--- config.mk ---
export PLATFORM = sky130hd
export DESIGN_NAME = lcc_top
export DESIGN_NICKNAME = d
export VERILOG_FILES = /design/src/verilog/lcc_cell.v /design/src/verilog/lcc_top.v
export VERILOG_INCLUDE_DIRS = /design/src /design/src/verilog
export SDC_FILE = /design/constraint.sdc
export NUM_CORES = 1
export LEC_CHECK = 0
export BUFFER_PORTS_ARGS = -buffer_cell sky130_fd_sc_hd__clkbuf_2
export CORE_AREA = 3 3 135 111
export CTS_CLUSTER_DIAMETER = 40
export DETAILED_ROUTE_END_ITERATION = 6
export DIE_AREA = 0 0 138 114
export GPL_TIMING_DRIVEN = 0
export SYNTH_ARGS = -nofsm -noshare
export SYNTH_HDL_FRONTEND = slang
export SYNTH_HIERARCHICAL = 1
export SYNTH_SLANG_ARGS = --single-unit
export TNS_END_PERCENT = 10
--- constraint.sdc ---
create_clock -name clk -period 3.97 [get_ports clk]
set_input_delay 0.397 -clock clk [delete_from_list [all_inputs] [get_ports clk]]
set_output_delay 0.397 -clock clk [all_outputs]
set_load 0.005 [all_outputs]
--- src/verilog/lcc_defs.vh ---
`ifndef LCC_DEFS_VH
`define LCC_DEFS_VH

// ****************************************************************
// Register byte offsets on the bus
// ****************************************************************
`define LCC_OFF_CTRL 8'h00
`define LCC_OFF_STATUS 8'h04
`define LCC_OFF_BUS 8'h08

// ****************************************************************
// Control register field positions
// ****************************************************************
`define LCC_CTRL_CNT_MODE 0
`define LCC_CTRL_AMODE_LO 1
`define LCC_CTRL_AMODE_HI 3
`define LCC_CTRL_CHIP_RST_EN 4
`define LCC_CTRL_USED_HI 4

// ****************************************************************
// Reset values
// ****************************************************************
`define LCC_CTRL_RESET 5'h00
`define LCC_PIN_IDLE 1'b1

// ****************************************************************
// Counter modes
// ****************************************************************
`define LCC_CNT_UPDOWN 1'b0
`define LCC_CNT_CLEARABLE 1'b1

// ****************************************************************
// Asynchronous clear, preset and load modes
// ****************************************************************
`define LCC_AM_CLR 3'h0
`define LCC_AM_PRE 3'h1
`define LCC_AM_CLR_PRE 3'h2
`define LCC_AM_LD_CLR 3'h3
`define LCC_AM_LD_PRE 3'h4
`define LCC_AM_LD_ONLY 3'h5

// ****************************************************************
// Bus encodings
// ****************************************************************
`define LCC_HTRANS_NONSEQ 2'h2
`define LCC_HRESP_OKAY 1'b0

`endif

--- src/verilog/lcc_cell.v ---
`timescale 1ns/10ps
`default_nettype none

module lcc_cell (
  input wire clk,
  input wire srst,
  input wire cnt_mode,
  input wire [2:0] async_mode,
  input wire chip_rst,
  input wire ctrl_first,
  input wire ctrl_second,
  input wire carry_in,
  input wire up_down,
  input wire sync_clear,
  input wire sync_load,
  input wire load_bit,
  input wire clk_en,
  input wire async_bit,
  output wire q,
  output wire carry_out
);

`include "lcc_defs.vh"

  reg st_r;
  reg st_nxt;
  reg set_a;
  reg clr_a;
  wire inv;
  wire dir;
  wire sum_lut;
  wire load_mux;
  wire d_true;
  wire ld_pre_val;

  // ****************************************************************
  // Count path
  // ****************************************************************

  // Preset and load-preset modes keep the bit inverted so a clear presets it
  assign inv = (async_mode == `LCC_AM_PRE) | (async_mode == `LCC_AM_LD_PRE); // RQ15
  assign q = st_r ^ inv;
  // Clearable mode only counts up
  assign dir = (cnt_mode == `LCC_CNT_CLEARABLE) ? 1'b1 : up_down; // RQ6
  // Bit function of feedback and carry; carry function of feedback, carry and direction
  assign sum_lut = q ^ carry_in; // RQ3 RQ2
  assign carry_out = carry_in & ~(q ^ dir); // RQ3 RQ1
  assign load_mux = sync_load ? load_bit : sum_lut; // RQ4
  assign d_true = (cnt_mode == `LCC_CNT_CLEARABLE) ? (load_mux & ~sync_clear) : load_mux; // RQ7
  assign ld_pre_val = ~async_bit; // RQ19

  // ****************************************************************
  // Asynchronous control decode, in stored polarity
  // ****************************************************************
  always @*
  begin
    set_a = 1'b0;
    clr_a = 1'b0;
    case (async_mode)
      `LCC_AM_CLR:
      begin
        clr_a = ctrl_first | ctrl_second; // RQ13
      end
      `LCC_AM_PRE:
      begin
        clr_a = ctrl_first; // RQ15 RQ16
      end
      `LCC_AM_CLR_PRE:
      begin
        set_a = ctrl_first; // RQ17
        clr_a = ctrl_second; // RQ17
      end
      `LCC_AM_LD_CLR:
      begin
        set_a = ctrl_first & async_bit; // RQ18 RQ14
        clr_a = (ctrl_first & ~async_bit) | ctrl_second; // RQ18
      end
      `LCC_AM_LD_PRE:
      begin
        set_a = ctrl_first & ld_pre_val; // RQ19 RQ14
        clr_a = (ctrl_first & ~ld_pre_val) | ctrl_second; // RQ19
      end
      `LCC_AM_LD_ONLY:
      begin
        set_a = ctrl_first & async_bit; // RQ20 RQ14
        clr_a = ctrl_first & ~async_bit; // RQ20
      end
      default:
      begin
        set_a = 1'b0;
        clr_a = 1'b0;
      end
    endcase
  end

  // Next stored value: chip reset, then clear, then set, then clocked
  always @*
  begin
    st_nxt = st_r;
    if (chip_rst)
      st_nxt = 1'b0; // RQ11 RQ12
    else if (clr_a)
      st_nxt = 1'b0; // RQ5
    else if (set_a)
      st_nxt = 1'b1; // RQ5
    else if (clk_en)
      st_nxt = d_true ^ inv; // RQ21
  end

  // Cell register
  always @(posedge clk)
  begin
    if (srst)
      st_r <= 1'b0;
    else
      st_r <= st_nxt;
  end

endmodule

`default_nettype wire

--- src/verilog/lcc_top.v ---
`timescale 1ns/10ps
`default_nettype none

// Function
// RQ1 - Up/down counter with enables, direction, load
// RQ2 - Controls from data, carry-in, register feedback
// RQ3 - Two three-input functions: bit and carry
// RQ4 - Two-way selector gives synchronous load
// RQ5 - Clear and preset also load register
// RQ6 - Clearable mode: synchronous clear replaces direction
// RQ7 - Selector output ANDed with synchronous clear
// RQ8 - Emulated bus: contention low, idle high
// RQ9 - Clear/preset active low, unused held high
// RQ10 - Six asynchronous clear/preset/load modes
// RQ11 - Enabled chip reset overrides every control
// RQ12 - Preset registers may go one on reset
// RQ13 - Clear mode: either line clears register
// RQ14 - Load modes: first line copies load value
// RQ15 - Preset as tied-high load or inverted clear
// RQ16 - Inverted-clear preset leaves load input free
// RQ17 - Clear-preset: first sets, second clears
// RQ18 - Load-clear: first loads, second clears only
// RQ19 - Load-preset: second presets, load data inverted
// RQ20 - Load-only: first line steers both paths
// RQ21 - Clock enable blocks updates when inactive
// RQ22 - Chained counter wraps modulo two power width

module lcc_top #(
  parameter WIDTH = 8,
  parameter BUS_W = 8,
  parameter NDRV = 4
) (
  input wire clk,
  input wire srst,
  input wire hsel,
  input wire [31:0] haddr,
  input wire [1:0] htrans,
  input wire hwrite,
  input wire [2:0] hsize,
  input wire [31:0] hwdata,
  input wire hready,
  output wire hreadyout,
  output wire [31:0] hrdata,
  output wire hresp,
  input wire count_enable,
  input wire clock_enable_source,
  input wire up_down,
  input wire sync_clear,
  input wire sync_load,
  input wire [WIDTH-1:0] load_data,
  input wire [WIDTH-1:0] async_load_value_in,
  input wire block_ctrl_first_n,
  input wire block_ctrl_second_n,
  input wire chip_reset_n,
  input wire [NDRV*BUS_W-1:0] drv_data,
  input wire [NDRV-1:0] drv_oe,
  output wire [WIDTH-1:0] count_value,
  output wire carry_out,
  output wire [BUS_W-1:0] tri_bus_value
);

`include "lcc_defs.vh"

  // ****************************************************************
  // Declarations
  // ****************************************************************
  reg [`LCC_CTRL_USED_HI:0] ctrl_r;
  reg [`LCC_CTRL_USED_HI:0] ctrl_nxt;
  reg wr_pend_r;
  reg [7:0] wr_addr_r;
  reg [31:0] hrdata_r;
  reg [31:0] rd_nxt;
  reg hreadyout_r;
  reg [2:0] first_sync_r;
  reg [2:0] second_sync_r;
  reg [2:0] chip_sync_r;
  reg first_n_r;
  reg second_n_r;
  reg chip_n_r;
  reg [WIDTH-1:0] count_r;
  reg carry_r;
  reg [BUS_W-1:0] bus_r;
  reg [BUS_W-1:0] bus_nxt;
  wire addr_ok;
  wire [7:0] addr_lo;
  wire cnt_mode;
  wire [2:0] async_mode;
  wire chip_rst;
  wire [WIDTH:0] carry;
  wire [WIDTH-1:0] q_vec;
  wire [NDRV:0] oe_any;
  wire [NDRV:0] oe_many;
  wire [BUS_W-1:0] drv_or [0:NDRV];

  // ****************************************************************
  // Bus slave
  // ****************************************************************

  // Address phase taken on a selected, ready NONSEQ transfer
  assign addr_ok = hsel & hready & (htrans == `LCC_HTRANS_NONSEQ);
  assign addr_lo = haddr[7:0];

  // Control register write from the data phase
  always @*
  begin
    ctrl_nxt = ctrl_r;
    if (wr_pend_r && (wr_addr_r == `LCC_OFF_CTRL))
      ctrl_nxt = hwdata[`LCC_CTRL_USED_HI:0];
  end

  // Read data for the coming data phase, forwarding a pending write
  always @*
  begin
    rd_nxt = 32'h0000_0000;
    case (addr_lo)
      `LCC_OFF_CTRL:
      begin
        rd_nxt[`LCC_CTRL_USED_HI:0] = ctrl_nxt;
      end
      `LCC_OFF_STATUS:
      begin
        rd_nxt[WIDTH-1:0] = count_r;
        rd_nxt[WIDTH] = carry_r;
      end
      `LCC_OFF_BUS:
      begin
        rd_nxt[BUS_W-1:0] = bus_r;
      end
      default:
      begin
        rd_nxt = 32'h0000_0000;
      end
    endcase
  end

  // Bus state: pending write, read data, control register
  always @(posedge clk)
  begin
    if (srst)
    begin
      ctrl_r <= `LCC_CTRL_RESET;
      wr_pend_r <= 1'b0;
      wr_addr_r <= 8'h00;
      hrdata_r <= 32'h0000_0000;
      hreadyout_r <= 1'b0;
    end
    else
    begin
      ctrl_r <= ctrl_nxt;
      hreadyout_r <= 1'b1;
      wr_pend_r <= addr_ok & hwrite;
      if (addr_ok)
        wr_addr_r <= {addr_lo[7:2], 2'b00};
      if (addr_ok && !hwrite)
        hrdata_r <= rd_nxt;
    end
  end

  assign hreadyout = hreadyout_r;
  assign hrdata = hrdata_r;
  assign hresp = `LCC_HRESP_OKAY;

  // Configuration fields
  assign cnt_mode = ctrl_r[`LCC_CTRL_CNT_MODE];
  assign async_mode = ctrl_r[`LCC_CTRL_AMODE_HI:`LCC_CTRL_AMODE_LO]; // RQ10

  // ****************************************************************
  // Pin synchronisers
  // ****************************************************************

  // Three stages; a change counts once the last two agree
  always @(posedge clk)
  begin
    if (srst)
    begin
      first_sync_r <= {3{`LCC_PIN_IDLE}};
      second_sync_r <= {3{`LCC_PIN_IDLE}};
      chip_sync_r <= {3{`LCC_PIN_IDLE}};
      first_n_r <= `LCC_PIN_IDLE; // RQ9
      second_n_r <= `LCC_PIN_IDLE; // RQ9
      chip_n_r <= `LCC_PIN_IDLE;
    end
    else
    begin
      first_sync_r <= {first_sync_r[1:0], block_ctrl_first_n};
      second_sync_r <= {second_sync_r[1:0], block_ctrl_second_n};
      chip_sync_r <= {chip_sync_r[1:0], chip_reset_n};
      if (first_sync_r[1] == first_sync_r[2])
        first_n_r <= first_sync_r[2];
      if (second_sync_r[1] == second_sync_r[2])
        second_n_r <= second_sync_r[2];
      if (chip_sync_r[1] == chip_sync_r[2])
        chip_n_r <= chip_sync_r[2];
    end
  end

  // Chip reset acts only when software enabled it
  assign chip_rst = ctrl_r[`LCC_CTRL_CHIP_RST_EN] & ~chip_n_r; // RQ11

  // ****************************************************************
  // Counter chain
  // ****************************************************************

  // Count enable enters as the carry of the lowest cell
  assign carry[0] = count_enable; // RQ1

  genvar gi;
  generate
    for (gi = 0; gi < WIDTH; gi = gi + 1)
    begin : g_cell
      lcc_cell u_cell (
        .clk(clk),
        .srst(srst),
        .cnt_mode(cnt_mode),
        .async_mode(async_mode),
        .chip_rst(chip_rst),
        .ctrl_first(~first_n_r),
        .ctrl_second(~second_n_r),
        .carry_in(carry[gi]),
        .up_down(up_down),
        .sync_clear(sync_clear),
        .sync_load(sync_load),
        .load_bit(load_data[gi]),
        .clk_en(clock_enable_source),
        .async_bit(async_load_value_in[gi]),
        .q(q_vec[gi]),
        .carry_out(carry[gi+1])
      );
    end
  endgenerate

  // Registered copies of the count and the top carry
  always @(posedge clk)
  begin
    if (srst)
    begin
      count_r <= {WIDTH{1'b0}};
      carry_r <= 1'b0;
    end
    else
    begin
      count_r <= q_vec; // RQ22
      carry_r <= carry[WIDTH];
    end
  end

  assign count_value = count_r;
  assign carry_out = carry_r;

  // ****************************************************************
  // Emulated internal bus
  // ****************************************************************

  // Running OR of enabled drivers plus any and several flags
  assign oe_any[0] = 1'b0;
  assign oe_many[0] = 1'b0;
  assign drv_or[0] = {BUS_W{1'b0}};

  genvar gd;
  generate
    for (gd = 0; gd < NDRV; gd = gd + 1)
    begin : g_drv
      assign oe_any[gd+1] = oe_any[gd] | drv_oe[gd];
      assign oe_many[gd+1] = oe_many[gd] | (oe_any[gd] & drv_oe[gd]);
      assign drv_or[gd+1] = drv_or[gd] | (drv_data[gd*BUS_W +: BUS_W] & {BUS_W{drv_oe[gd]}});
    end
  endgenerate

  // Contention reads low, no driver reads high
  always @*
  begin
    bus_nxt = drv_or[NDRV];
    if (oe_many[NDRV])
      bus_nxt = {BUS_W{1'b0}}; // RQ8
    else if (!oe_any[NDRV])
      bus_nxt = {BUS_W{1'b1}}; // RQ8
  end

  // Resolved bus register
  always @(posedge clk)
  begin
    if (srst)
      bus_r <= {BUS_W{1'b1}};
    else
      bus_r <= bus_nxt;
  end

  assign tri_bus_value = bus_r;

endmodule

`default_nettype wire

After elaboration in Yosys (flattened, before gate mapping)
Cells that the tools add are included.
Storage, ports and cells
  output and inout port bits: 51
  bits in latches: 0
  bits in writable memories: 0
  memories kept: 0
  register bits after elaboration: 59
  word-level logic and storage cells: 233
  bits in read-only memories: 0
Operators by class
  $add $sub $neg: 0
  mux-type cells: 56
  $mul: 0
  equality and inequality tests: 11
  order comparisons: 0
  shift-type cells: 0
  bitwise operators: 121
  reductions and logical operators: 23
  div/mod/pow operators: 0
Operators with widths (count)
  one-hot mux 1 bit (6 select lines): 8
  AND 1 bit: 39
  two-way mux 1 bit: 35
  AND 8 bit: 4
  bitwise XOR 1 bit: 32
  OR 8 bit: 3
  one-hot mux 1 bit (3 select lines): 8
  OR reduction 3 bit: 8
  OR 1 bit: 23
  inverter 1 bit: 20
  logical NOT 8 bit: 2
  two-way mux 8 bit: 2
  nonzero test 2 bit: 8
  one-hot mux 5 bit (3 select lines): 1
  == test 8 x 3 -> 1 bit (second input constant): 1
  == test 8 x 4 -> 1 bit (second input constant): 1
  == test 3 x 2 -> 1 bit (second input constant): 2
  == test 3 bit (second input constant): 2
  one-hot mux 3 bit (2 select lines): 1
  two-way mux 5 bit: 1
  == test 1 bit: 3
  == test 3 x 1 -> 1 bit (second input constant): 1
  logical NOT 3 bit: 1
  == test 2 bit (second input constant): 1
  other kinds (3): 4

Logic depth before layout (Yosys ltp)
Gate-level depths: netlist of the first run.
  depth after elaboration: 19
  mapped depth: 16
  depth with buffers taken out: 16

Cells and area by module
The synthesis of the first run kept the hierarchy.
Modules (own cells, without submodules)
  lcc_top: area an instance 2447.3 um^2, instances 1, cells an instance 260
  lcc_cell: area an instance 205.2 um^2, instances 8, cells an instance 28

Worst setup path after synthesis of the first run
No wires, ideal clock.
  path kind: flip-flop to flip-flop
  start: register ctrl_r[2]
  end: register g_cell[7].u_cell.st_r
  setup slack: -0.012 ns
  stages on the path, launching flop included: 16
  buffers on the path: 0
  clock period less this slack: 3.982 ns
  data arrival time: 3.856 ns
  required time: 3.845 ns
  path through: dfxtp_1 -> nor2_4 -> xor2_1 -> xnor2_1 -> nor2b_1 -> nor2b_1 -> nor2b_1 -> nor2b_1 -> nor2b_1 -> nor2b_1 -> nor2b_1 -> xnor2_1 -> o21ai_0 -> o21a_1 -> a2111oi_2 -> nor2_1
On the way
  longest elaborated chain between the ends: 19
  elaborated cells between the ends (all ways): 48
Ends and longest elaborated chain
  start: declaration: RTL line lcc_top.v:67  | reg [`LCC_CTRL_USED_HI:0] ctrl_r;
  start signal: assignment: RTL line lcc_top.v:141  | ctrl_r <= `LCC_CTRL_RESET;
  start signal: assignment: RTL line lcc_top.v:149  | ctrl_r <= ctrl_nxt;
  == test 3 x 1 -> 1 bit or == test 3 bit (tied branches)
  OR 1 bit (*): RTL line lcc_cell.v:41  | assign inv = (async_mode == `LCC_AM_PRE) | (async_mode == `LCC_AM_LD_PRE);
  bitwise XOR 1 bit (*): RTL line lcc_cell.v:42  | assign q = st_r ^ inv;
  named net q_vec[0]: RTL line lcc_top.v:90  | wire [WIDTH-1:0] q_vec;
  bitwise XOR 1 bit (*): RTL line lcc_cell.v:47  | assign carry_out = carry_in & ~(q ^ dir);
  inverter 1 bit (*): RTL line lcc_cell.v:47
  AND 1 bit (*): RTL line lcc_cell.v:47
  named net carry[1]: RTL line lcc_top.v:89  | wire [WIDTH:0] carry;
  (+1 left out)
  named net carry[2]: RTL line lcc_top.v:89
  (+1 left out)
  named net carry[3]: RTL line lcc_top.v:89
  (+1 left out)
  named net carry[4]: RTL line lcc_top.v:89
  (+1 left out)
  named net carry[5]: RTL line lcc_top.v:89
  (+1 left out)
  named net carry[6]: RTL line lcc_top.v:89
  (+1 left out)
  named net carry[7]: RTL line lcc_top.v:89
  bitwise XOR 1 bit (*): RTL line lcc_cell.v:46  | assign sum_lut = q ^ carry_in;
  two-way mux 1 bit (*): RTL line lcc_cell.v:48  | assign load_mux = sync_load ? load_bit : sum_lut;
  AND 1 bit: RTL line lcc_cell.v:49  | assign d_true = (cnt_mode == `LCC_CNT_CLEARABLE) ? (load_mux & ~sync_clear) : load_mux;
  two-way mux 1 bit (*): RTL line lcc_cell.v:49
  bitwise XOR 1 bit (*): RTL line lcc_cell.v:107  | st_nxt = d_true ^ inv;
  two-way mux 1 bit (*): RTL line lcc_cell.v:106  | else if (clk_en)
  two-way mux 1 bit (*): RTL line lcc_cell.v:104  | else if (set_a)
  end signal: assignment: RTL line lcc_cell.v:116  | st_r <= st_nxt;
  end: declaration: RTL line lcc_cell.v:25  | reg st_r;
The timed path passes the listed nets; every way through them passes the cells marked *. The select of a mux whose other input is x is not followed.
A chain may end at the register's enable or synchronous reset.

Worst setup path in the final report of the first run
Ends and elaborated chain as after synthesis.

==> results of run 1 <==
[final timing paths]
| kind | cells after the start | start | endpoint |
|---|---|---|---|
| worst max-delay path | 15 | ctrl_r[2]$_SDFF_PP0_ | g_cell[7].u_cell/st_r$_SDFFE_PP0P_ |
| worst min-delay path | 2 | block_ctrl_second_n | second_sync_r[0]$_SDFF_PP1_ |
| worst max register to register | 15 | ctrl_r[2]$_SDFF_PP0_ | g_cell[7].u_cell/st_r$_SDFFE_PP0P_ |
| worst min register to register | 1 | first_sync_r[0]$_SDFF_PP1_ | first_sync_r[1]$_SDFF_PP1_ |
[sequential cells by signal, summed over array words and instances, names as in the netlist]
signal,cells
second_n_r,1
chip_n_r,1
wr_addr_r,6
carry_out,1
first_n_r,1
first_sync_r,3
count_value,8
ctrl_r,5
tri_bus_value,8
wr_pend_r,1
hreadyout,1
second_sync_r,3
g_cell.u_cell/st_r,8
hrdata,9
chip_sync_r,3
[metrics by stage]
| step | setup TNS (ns) | cells | worst slack [ns] | util (%) | power (uW) |
|---|---|---|---|---|---|
| floorplan | 0 | 507 | 0.210 | - | 801 |
| global placement | -1.62 | 792 | -0.724 | 36.2 | 896 |
| detailed placement | -1.21 | 792 | -0.619 | 36.2 | 904 |
| CTS | 0 | 808 | 0.0640 | 38.4 | 1650 |
| global route | 0 | 817 | 0.0267 | 39.2 | 1710 |
| finish | 0 | 817 | 0.268 | 39.2 | 1640 |
[report_power, final]
group          internal (uW)  switching [uW]
logic                    127             133
clock network            457             282
registers                615            21.5
[metal layers]
layer,vias up,share of wire [%],track usage [%]
met1,1930,47,20.1
met4,0,1.2,4.67
met2,166,45,24.4
met5,-,0,0
met3,18,7.4,4.61
li1,1988,-,-
[logic make-up (layout without fill, tap and decap cells)]
group | count (synthesis) | in the layout | share of synthesized area [%]
AOI/OAI and AO/OA | 157 | 157 | 27.9
xor gates and xnor gates | 32 | 32 | 6.85
adders and majority gates | 1 | 1 | 0.245
buffers and inverters | 52 | 182 | 7.59
DFF | 59 | 59 | 28.9
muxes | 22 | 22 | 5.39
other | 1 | 24 | 0.0917
and+or+nand+nor | 160 | 160 | 23.0
[placed cells by master, fill, tap and decap left out, types with 9 or more instances in the layout]
cell and n:
mux2i_1 22, a22o_1 10, o21a_1 21, inv_1 13, clkbuf_16 9, clkbuf_2 105, a22oi_1 12, conb_1 24
nand2b_1 24, o21ai_0 30, buf_4 29, nor2b_1 17, dfxtp_1 56, nor2_1 36, xnor2_1 24, nand2_1 34
or2_2 9, a21oi_1 43
[area by class of cell]
cell class              count  area share (%)
plain buffers              39            4.90
flip-flops and latches     59            22.4
clock buffers              11            4.74
inverters                  13           0.915
clock inverters             5           0.680
repair buffers            114            11.8
multi-input cells         396            50.4
well taps                 180            4.22
[repair_timing]
| item | CTS | global route |
|---|---|---|
| gates resized for setup | 4 | 1 |
| pin swaps | 0 | 0 |
| setup buffers | 0 | 9 |
| setup endpoints to repair | 4 | 1 |
==> impl_metrics.csv, run 1 <==
group,metric,value,unit
grt,grt_util_all_layers,15.3,%
outcome,status,"finished clean",
cts,cts_buffer_depth,2,
finish,drive_gt1_share,32.2,%
detailed_routing,detail-route-antenna-nets,0,
sta,tightest_slew,0.872,ns
setup_path,crit_path_start_kind,"flop",
cts,cts_tree,"done",
sta,post-route-min-period,3.70,ns
placement,hpwlAfterDp,9.05,mm
sta,fin_worst_skew,0.00757,ns
finish,final_nets,766,
yosys,synth_area_leader_cell,"dfxtp_1",
floorplanning,rows,38,
finish,design_area,0.00533,mm2
grt,overflow,0,
floorplanning,coreArea,0.0136,mm2
cts,clock-root-buffer,"clkbuf_16",
yosys,ys_top_cells_by_count,"dfxtp_1 (59), a21oi_1 (43), nor2_1 (36)",
sta,finalSetupViolCount,0,
yosys,synth_area_leaders,"dfxtp_1 (29%), mux2i_1 (5.4%), a21oi_1 (5.3%)",
yosys,yosysMostFrequentCell,"dfxtp_1",
floorplanning,die_y,114,um
pwr,p_leak,0.00217,uW
yosys,syn_avg_cell_area,8.45,um2
yosys,synth_top_area_share,28.9,%
yosys,syn_inst,484,
detailed_routing,wl_per_cell,15.9,um
placement,gp_congestion,0.879,
finish,seqCellArea,0.00119,mm2
sta,fmaxAchievable,270,MHz
floorplanning,io_pins,185,
pwr,powerDensity,307,mW/mm2
yosys,synth_edf_count,0,
sta,maxSlewHeadroom,41.8,%
cts,cts_made_buffers,9,
yosys,synth_ff_type,"dfxtp_1",
sta,fin_crit_sh,93.2,%
sta,hold_violations,0,
setup_path,crit_slowest_cell,"dfxtp_4",
finish,fillers,1421,
detailed_routing,remaining_drc_errors,0,
worst_hold_path,holdCritPathClass,"in -> reg",
placement,portBuffers,105,
grt,grt_max_degree,50,
cts,clkSinkCount,59,
detailed_routing,drt_pass1_iterations,4,
floorplanning,initial_core_util,30.1,%
cts,h-tree-depth,3,
detailed_routing,wl,13.0,mm
yosys,synth_cell_types,44,
setup_path,critPathMaxStageDelay,0.69,ns
setup_path,crit_type,"reg -> reg",
finish,area_growth,30.4,%
sta,slew_violations,0,
setup_path,critPathArrivalTime,3.91,ns
yosys,yosys_warnings,6,
finish,diodes,0,
grt,grt_pass1_vias,4011,
setup_path,cp_cell_sequence,"nor2_4 > xor2_1 > xnor2_1 > nor2b_1 > nor2b_1 > nor2b_1 > nor2b_1 > nor2b_1 > nor2b_2 > nor2b_1 > xnor2_1 > o21ai_0 > o21a_1 > a2111oi_2 > nor2_1",
job,cap_viol_max_count,0,
yosys,syn_area,0.00409,mm2
setup_path,critical_path.max_fanout,26,
setup_path,cp_top_family,"simple AND/OR/NAND/NOR gates",
finish,multiInputGateArea,0.00269,mm2
cts,hold_buffers,0,
setup_path,cp_data_required_time,4.18,ns
detailed_routing,drtIter0Drc,227,
yosys,ys_ff_latch,59,
yosys,ys_seq_area_share,28.9,%
setup_path,endpoint_kind,"flop",
setup_path,crit_path_frequent_cell,"nor2b_1",
floorplanning,die_x,138,um
floorplanning,die_area,0.0157,mm2
cts,clk_pin_slew_worst_paths,0.05,ns
sta,whs,0.256,ns
detailed_routing,viasPerCell,5.02,
pwr,peakVddDrop,228,uV
grt,grt_pass1_wl,19.6,mm
grt,antenna_found_initial,0,
cts,clk_latency,0.33,ns
setup_path,r2r_slack,0.27,ns
setup_path,timing.critical_path.buf_inv,0,
detailed_routing,vias,4102,
placement,place_area,0.00493,mm2
sta,rsz0062_at_grt,"false",
yosys,ys_async_sr_fraction,0,%
Note: power is estimated with default switching activity, not from simulation.
==> run 2, diff against run 1 <==
--- a/config.mk
+++ b/config.mk
@@ -7,11 +7,12 @@
 export NUM_CORES = 1
 export LEC_CHECK = 0
 export BUFFER_PORTS_ARGS = -buffer_cell sky130_fd_sc_hd__clkbuf_2
-export CORE_AREA = 3 3 135 111
+export CORE_AREA = 3 3 114 94
 export CTS_CLUSTER_DIAMETER = 40
 export DETAILED_ROUTE_END_ITERATION = 6
-export DIE_AREA = 0 0 138 114
+export DIE_AREA = 0 0 117 97
 export GPL_TIMING_DRIVEN = 0
+export PLACE_DENSITY = 0.75
 export SYNTH_ARGS = -nofsm -noshare
 export SYNTH_HDL_FRONTEND = slang
 export SYNTH_HIERARCHICAL = 1
==> run 2 against run 1 <==
Setup slack improved by 0.086 ns. Critical path type unchanged. Combinational power is essentially flat. Clock-buffer cell count decreased by 2. Critical endpoint unchanged. Largest power group unchanged.
==> impl_metrics.csv, run 2 (synthesized netlist as in run 1, its figures left out) <==
group,metric,value,unit
setup_path,critPathArrivalTime,3.82,ns
pwr,switching_power,442,uW
grt,grt_pass1_wl,17.8,mm
pwr,p_int,1300,uW
pwr,combPwrFrac,14.8,%
job,cap_viol_max_count,0,
sta,finalSetupViolCount,0,
cts,clk_latency,0.33,ns
finish,largest_reg_flops,9,
worst_hold_path,holdCritPathClass,"in -> reg",
pwr,peakVddDrop,190,uV
sta,tightest_slew,0.913,ns
detailed_routing,wl,12.0,mm
detailed_routing,remaining_drc_errors,0,
cts,cts_buffer_depth,2,
detailed_routing,viasPerCell,5.35,
setup_path,ff2ff_path_depth,16,
detailed_routing,drt_pass1_iterations,5,
sta,timing.final.ws_setup,0.355,ns
sta,slew_violations,0,
sta,tns,0,ns
setup_path,startpoint,"ctrl_r[3]$_SDFF_PP0_",
placement,hpwlAfterDp,8.28,mm
setup_path,endpoint_kind,"flop",
placement,gp_congestion,0.832,
detailed_routing,vias,4043,
grt,grt_max_degree,50,
detailed_routing,drtIter0Drc,245,
setup_path,critPathMaxStageDelay,0.49,ns
finish,drive_gt1_share,32.2,%
cts,h-tree-depth,3,
setup_path,critical_path.max_fanout,12,
setup_path,endpoint,"g_cell[7].u_cell/st_r$_SDFFE_PP0P_",
sta,fin_worst_skew,0.00617,ns
sta,rsz0062_at_grt,"false",
setup_path,r2r_slack,0.35,ns
cts,cts_tree,"done",
pwr,power_frac_clock,48.5,%
outcome,status,"finished clean",
floorplanning,initial_core_util,42.6,%
finish,layout_commonest_cell,"clkbuf_2",
grt,grt_util_all_layers,19.2,%
sta,maxSlewHeadroom,39.0,%
sta,fmaxAchievable,277,MHz
setup_path,cp_data_required_time,4.18,ns
cts,hold_buffers,0,
setup_path,cp.depth,16,
pwr,seqPwrFrac,36.6,%
floorplanning,rows,32,
floorplanning,io_pins,185,
cts,clkSinkCount,59,
floorplanning,die_y,97,um
detailed_routing,detail-route-antenna-nets,0,
floorplanning,die_x,117,um
grt,overflow,0,
setup_path,cp_cell_sequence,"xnor2_1 > nor2_4 > xor2_1 > xnor2_1 > nor2b_1 > nor2b_2 > nor2b_1 > nor2b_1 > nor2b_1 > nor2b_1 > nor2b_1 > xnor2_1 > o21ai_0 > o21a_1 > a2111oi_2 > nor2_1",
setup_path,timing.critical_path.buf_inv,0,
cts,clk_pin_slew_worst_paths,0.05,ns
pwr,p_leak,0.00220,uW
cts,clock-root-buffer,"clkbuf_16",
grt,antenna_found_initial,0,
setup_path,crit_slowest_cell,"dfxtp_4",
placement,dpl_worst_slack,-0.671,ns
finish,diodes,0,
setup_path,crit_type,"reg -> reg",
finish,final_cell_mix,"clkbuf_2 (105), dfxtp_1 (56), a21oi_1 (43)",
pwr,powerDensity,328,mW/mm2
setup_path,crit_path_frequent_cell,"nor2b_1",
sta,fin_crit_sh,91.1,%
setup_path,reg2reg_to,"g_cell[7].u_cell/st_r$_SDFFE_PP0P_",
sta,post-route-min-period,3.62,ns
setup_path,regToRegStartpoint,"ctrl_r[3]$_SDFF_PP0_",
grt,grt_pass1_vias,3793,
pwr,swShare,25.4,%
sta,whs,0.255,ns
sta,hold_violations,0,
setup_path,cp_top_family,"simple AND/OR/NAND/NOR gates",
finish,final_nets,766,
floorplanning,coreArea,0.00961,mm2
placement,portBuffers,105,
floorplanning,die_area,0.0113,mm2
cts,cts_made_buffers,9,
setup_path,crit_path_start_kind,"flop",
detailed_routing,wl_per_cell,15.9,um
finish,area_growth,29.4,%
-- run 2: changes by cell type in the layout (fill, tap and decap cells not counted), sizes merged --
cell / previous run / this run
clkinvlp: 3 / 0
bufinv: 0 / 2
clkinv: 1 / 4
buf: 39 / 40
clkbuf: 125 / 122
-- run 2: worst reg2reg max path: stages, from the launching register on --
cell       delay [ns]
dfxtp_4          0.49
xnor2_1          0.15
nor2_4           0.14
xor2_1           0.29
xnor2_1          0.11
nor2b_1          0.17
nor2b_2          0.23
nor2b_1          0.22
nor2b_1          0.22
nor2b_1          0.25
nor2b_1          0.25
nor2b_1          0.23
xnor2_1          0.14
o21ai_0          0.09
o21a_1           0.13
a2111oi_2        0.32
nor2_1           0.08
-- run 2: per-layer routing --
metal	vias up	part of all wire, %	wire length [um]	global-route usage (%)
met5	-	0	0	0
li1	1980	-	-	-
met1	1896	46	5530	26.0
met2	154	45	5460	31.1
met3	13	7.7	932	3.31
met4	0	1.1	127	5.73
-- run 2: worst min-delay path by stage --
stage                                   start                        end  slack, ns  depth (start not counted)
floorplan           chip_sync_r[0]$_SDFF_PP1_  chip_sync_r[1]$_SDFF_PP1_       0.39                          1
global placement    chip_sync_r[0]$_SDFF_PP1_  chip_sync_r[1]$_SDFF_PP1_       0.39                          1
detailed placement  chip_sync_r[0]$_SDFF_PP1_  chip_sync_r[1]$_SDFF_PP1_       0.40                          1
CTS                              chip_reset_n  chip_sync_r[0]$_SDFF_PP1_       0.25                          2
global route                     chip_reset_n  chip_sync_r[0]$_SDFF_PP1_       0.25                          2
finish                           chip_reset_n  chip_sync_r[0]$_SDFF_PP1_       0.25                          2
-- run 2: power by group through the flow --
stage,registers [uW],clock network [uW],logic (uW)
after floorplan,645,0,155
after global placement,650,0,242
after detailed placement,651,0,249
after CTS,637,855,251
after global routing,638,884,284
final,636,843,258
-- run 2: what timing repair did --
item / CTS / global route
buffers inserted: 0 / 9
endpoints found under the setup margin: 4 / 2
resized for setup: 5 / 1
-- run 2: final cells by class --
type	instances	area (um2)
Sequential cell	59	1190
Multi-Input combinational cell	396	2690
Buffer	39	262
Tap cell	119	149
Clock buffer	9	225
Fill cell	895	4320
Clock inverter	7	100
Timing Repair Buffer	114	628
Inverter	13	48.8
-- run 2: through the flow --
step | instance area (um2) | power, uW | utilization, % | instances
after global placement | 4850 | 893 | 50.5 | 731
after CTS | 5190 | 1740 | 54.0 | 747
after floorplan | 4180 | 801 | - | 507
after detailed placement | 4850 | 900 | 50.5 | 731
after global routing | 5290 | 1810 | 55.1 | 756
final | 5290 | 1740 | 55.1 | 756
==> run 3, diff against run 2 <==
--- a/config.mk
+++ b/config.mk
@@ -7,12 +7,12 @@
 export NUM_CORES = 1
 export LEC_CHECK = 0
 export BUFFER_PORTS_ARGS = -buffer_cell sky130_fd_sc_hd__clkbuf_2
-export CORE_AREA = 3 3 114 94
+export CORE_AREA = 3 3 118 97
 export CTS_CLUSTER_DIAMETER = 40
 export DETAILED_ROUTE_END_ITERATION = 6
-export DIE_AREA = 0 0 117 97
+export DIE_AREA = 0 0 121 100
 export GPL_TIMING_DRIVEN = 0
-export PLACE_DENSITY = 0.75
+export PLACE_DENSITY = 0.71
 export SYNTH_ARGS = -nofsm -noshare
 export SYNTH_HDL_FRONTEND = slang
 export SYNTH_HIERARCHICAL = 1
==> run 3 against run 2 <==
Wire length is 0.43% lower. Sequential share of layout area hardly changed. Sequential power hardly changed. Largest cell class unchanged. Via count is 1.3% higher.
==> impl_metrics.csv, run 3 (synthesized netlist as in run 1, its figures left out) <==
group,metric,value,unit
sta,rsz0062_at_grt,"false",
floorplanning,die_area,0.0121,mm2
finish,final_nets,765,
placement,gp_congestion,0.819,
detailed_routing,viasPerCell,5.28,
setup_path,timing.critical_path.buf_inv,0,
sta,fin_crit_sh,90.5,%
sta,slew_violations,0,
pwr,p_int,1230,uW
detailed_routing,remaining_drc_errors,0,
placement,hpwlAfterDp,8.40,mm
detailed_routing,drtIter0Drc,349,
setup_path,cp_top_family,"simple AND/OR/NAND/NOR gates",
setup_path,cp_data_required_time,4.18,ns
setup_path,cp.depth,16,
floorplanning,initial_core_util,39.8,%
cts,cts_tree,"done",
cts,cts_made_buffers,9,
grt,grt_pass1_wl,18.1,mm
cts,cts_buffer_depth,2,
cts,clock-root-buffer,"clkbuf_16",
setup_path,crit_type,"reg -> reg",
finish,layoutNonFillerInstCount,776,
setup_path,critical_path.max_fanout,12,
job,cap_viol_max_count,0,
setup_path,crit_path_start_kind,"flop",
outcome,status,"finished clean",
placement,placedCellCount,752,
finish,area_growth,29.2,%
grt,overflow,0,
floorplanning,die_x,121,um
grt,grt_util_all_layers,18.5,%
sta,hold_violations,0,
floorplanning,coreArea,0.0103,mm2
cts,clk_latency,0.33,ns
detailed_routing,vias,4095,
finish,drive_gt1_share,32.1,%
setup_path,ff2ff_path_depth,16,
sta,tns,0,ns
pwr,power_frac_clock,46.6,%
pwr,peakVddDrop,171,uV
placement,place_area,0.00488,mm2
pwr,swShare,26.3,%
setup_path,crit_path_frequent_cell,"nor2b_1",
pwr,combPwrFrac,15.4,%
sta,fmaxAchievable,278,MHz
worst_hold_path,whs_path_depth,2,
placement,portBuffers,105,
grt,met1_usage,24.8,%
sta,tightest_slew,0.842,ns
pwr,p_leak,0.00217,uW
floorplanning,rows,33,
grt,met2_usage,29.4,%
finish,largest_reg_flops,9,
finish,fillers,954,
grt,grt_max_degree,50,
grt,use_met3,5.13,%
finish,layout_commonest_cell,"clkbuf_2",
sta,whs,0.248,ns
setup_path,crit_slowest_cell,"dfxtp_4",
setup_path,endpoint_kind,"flop",
setup_path,critPathArrivalTime,3.81,ns
finish,diodes,0,
finish,design_area,0.00528,mm2
sta,fin_worst_skew,0.00734,ns
cts,clkSinkCount,59,
cts,h-tree-depth,3,
floorplanning,io_pins,185,
floorplanning,die_y,100,um
pwr,seqPwrFrac,38.1,%
setup_path,cp_cell_sequence,"xnor2_1 > nor2_4 > xor2_1 > xnor2_1 > nor2b_1 > nor2b_1 > nor2b_1 > nor2b_1 > nor2b_1 > nor2b_2 > nor2b_1 > xnor2_1 > o21ai_0 > o21a_1 > a2111oi_2 > nor2_1",
detailed_routing,drt_pass1_iterations,5,
pwr,switching_power,438,uW
worst_hold_path,holdCritPathClass,"in -> reg",
grt,antenna_found_initial,0,
detailed_routing,detail-route-antenna-nets,0,
cts,clk_pin_slew_worst_paths,0.05,ns
sta,finalSetupViolCount,0,
detailed_routing,wl_per_cell,15.5,um
finish,final_cell_mix,"clkbuf_2 (105), dfxtp_1 (56), a21oi_1 (43)",
grt,grt_pass1_vias,3716,
pwr,powerDensity,316,mW/mm2
detailed_routing,wl,12.0,mm
sta,maxSlewHeadroom,43.8,%
sta,post-route-min-period,3.59,ns
grt,top_usage_layer,"met2",
setup_path,critPathMaxStageDelay,0.49,ns
## run 3: cell count changes in the layout (fill, tap and decap cells not counted), sizes merged
cell / change
buf: -2
bufinv: -1
clkbuf: +1
clkinvlp: +1
## run 3: final timing paths
| kind | startpoint | end | slack [ns] |
|---|---|---|---|
| max reg2reg | ctrl_r[3]$_SDFF_PP0_ | g_cell[7].u_cell/st_r$_SDFFE_PP0P_ | 0.38 |
| min reg2reg | first_sync_r[0]$_SDFF_PP1_ | first_sync_r[1]$_SDFF_PP1_ | 0.41 |
| min | block_ctrl_first_n | first_sync_r[0]$_SDFF_PP1_ | 0.25 |
| max | ctrl_r[3]$_SDFF_PP0_ | g_cell[7].u_cell/st_r$_SDFFE_PP0P_ | 0.38 |
## run 3: final cells by class
class / count / area [um2] / share of cell area, %
Multi-Input combinational cell: 396 / 2690 / 50.9
Clock buffer: 9 / 225 / 4.26
Timing Repair Buffer: 113 / 614 / 11.6
Clock inverter: 7 / 77.6 / 1.47
Tap cell: 140 / 175 / 3.32
Inverter: 13 / 48.8 / 0.924
Sequential cell: 59 / 1190 / 22.6
Buffer: 39 / 262 / 4.95
## run 3: timing repair
action / in CTS / in global routing
hold buffers: 0 / 0
resized for setup: 5 / 1
endpoints found under the setup margin: 4 / 1
setup buffers: 0 / 8
## run 3: metrics by stage
stage	util (%)	total power (uW)	setup WS, ns
CTS	50.5	1680	0.123
global placement	47.4	893	-0.560
finish	51.4	1670	0.376
floorplan	-	801	0.210
detailed placement	47.4	899	-0.638
global route	51.4	1740	0.00201
## run 3: metal layers
layer	share of wire, %	vias to the layer above
met1	45	1891
met2	45	192
li1	-	1998
met4	0.90	0
met3	9.1	14
met5	0	-
## run 3: power groups by stage
stage          Clock [uW]  Combinational, uW  Sequential (uW)
3_5_place_dp            0                249              650
6_report              777                256              636
2_1_floorplan           0                155              645
4_1_cts               791                250              636
3_3_place_gp            0                243              650
5_1_grt               824                283              637
## run 3: worst register-to-register path: stages (launching register included)
cell	delay, ns
dfxtp_4	0.49
xnor2_1	0.15
nor2_4	0.13
xor2_1	0.25
xnor2_1	0.10
nor2b_1	0.17
nor2b_1	0.27
nor2b_1	0.23
nor2b_1	0.23
nor2b_1	0.23
nor2b_2	0.23
nor2b_1	0.23
xnor2_1	0.14
o21ai_0	0.09
o21a_1	0.13
a2111oi_2	0.32
nor2_1	0.08
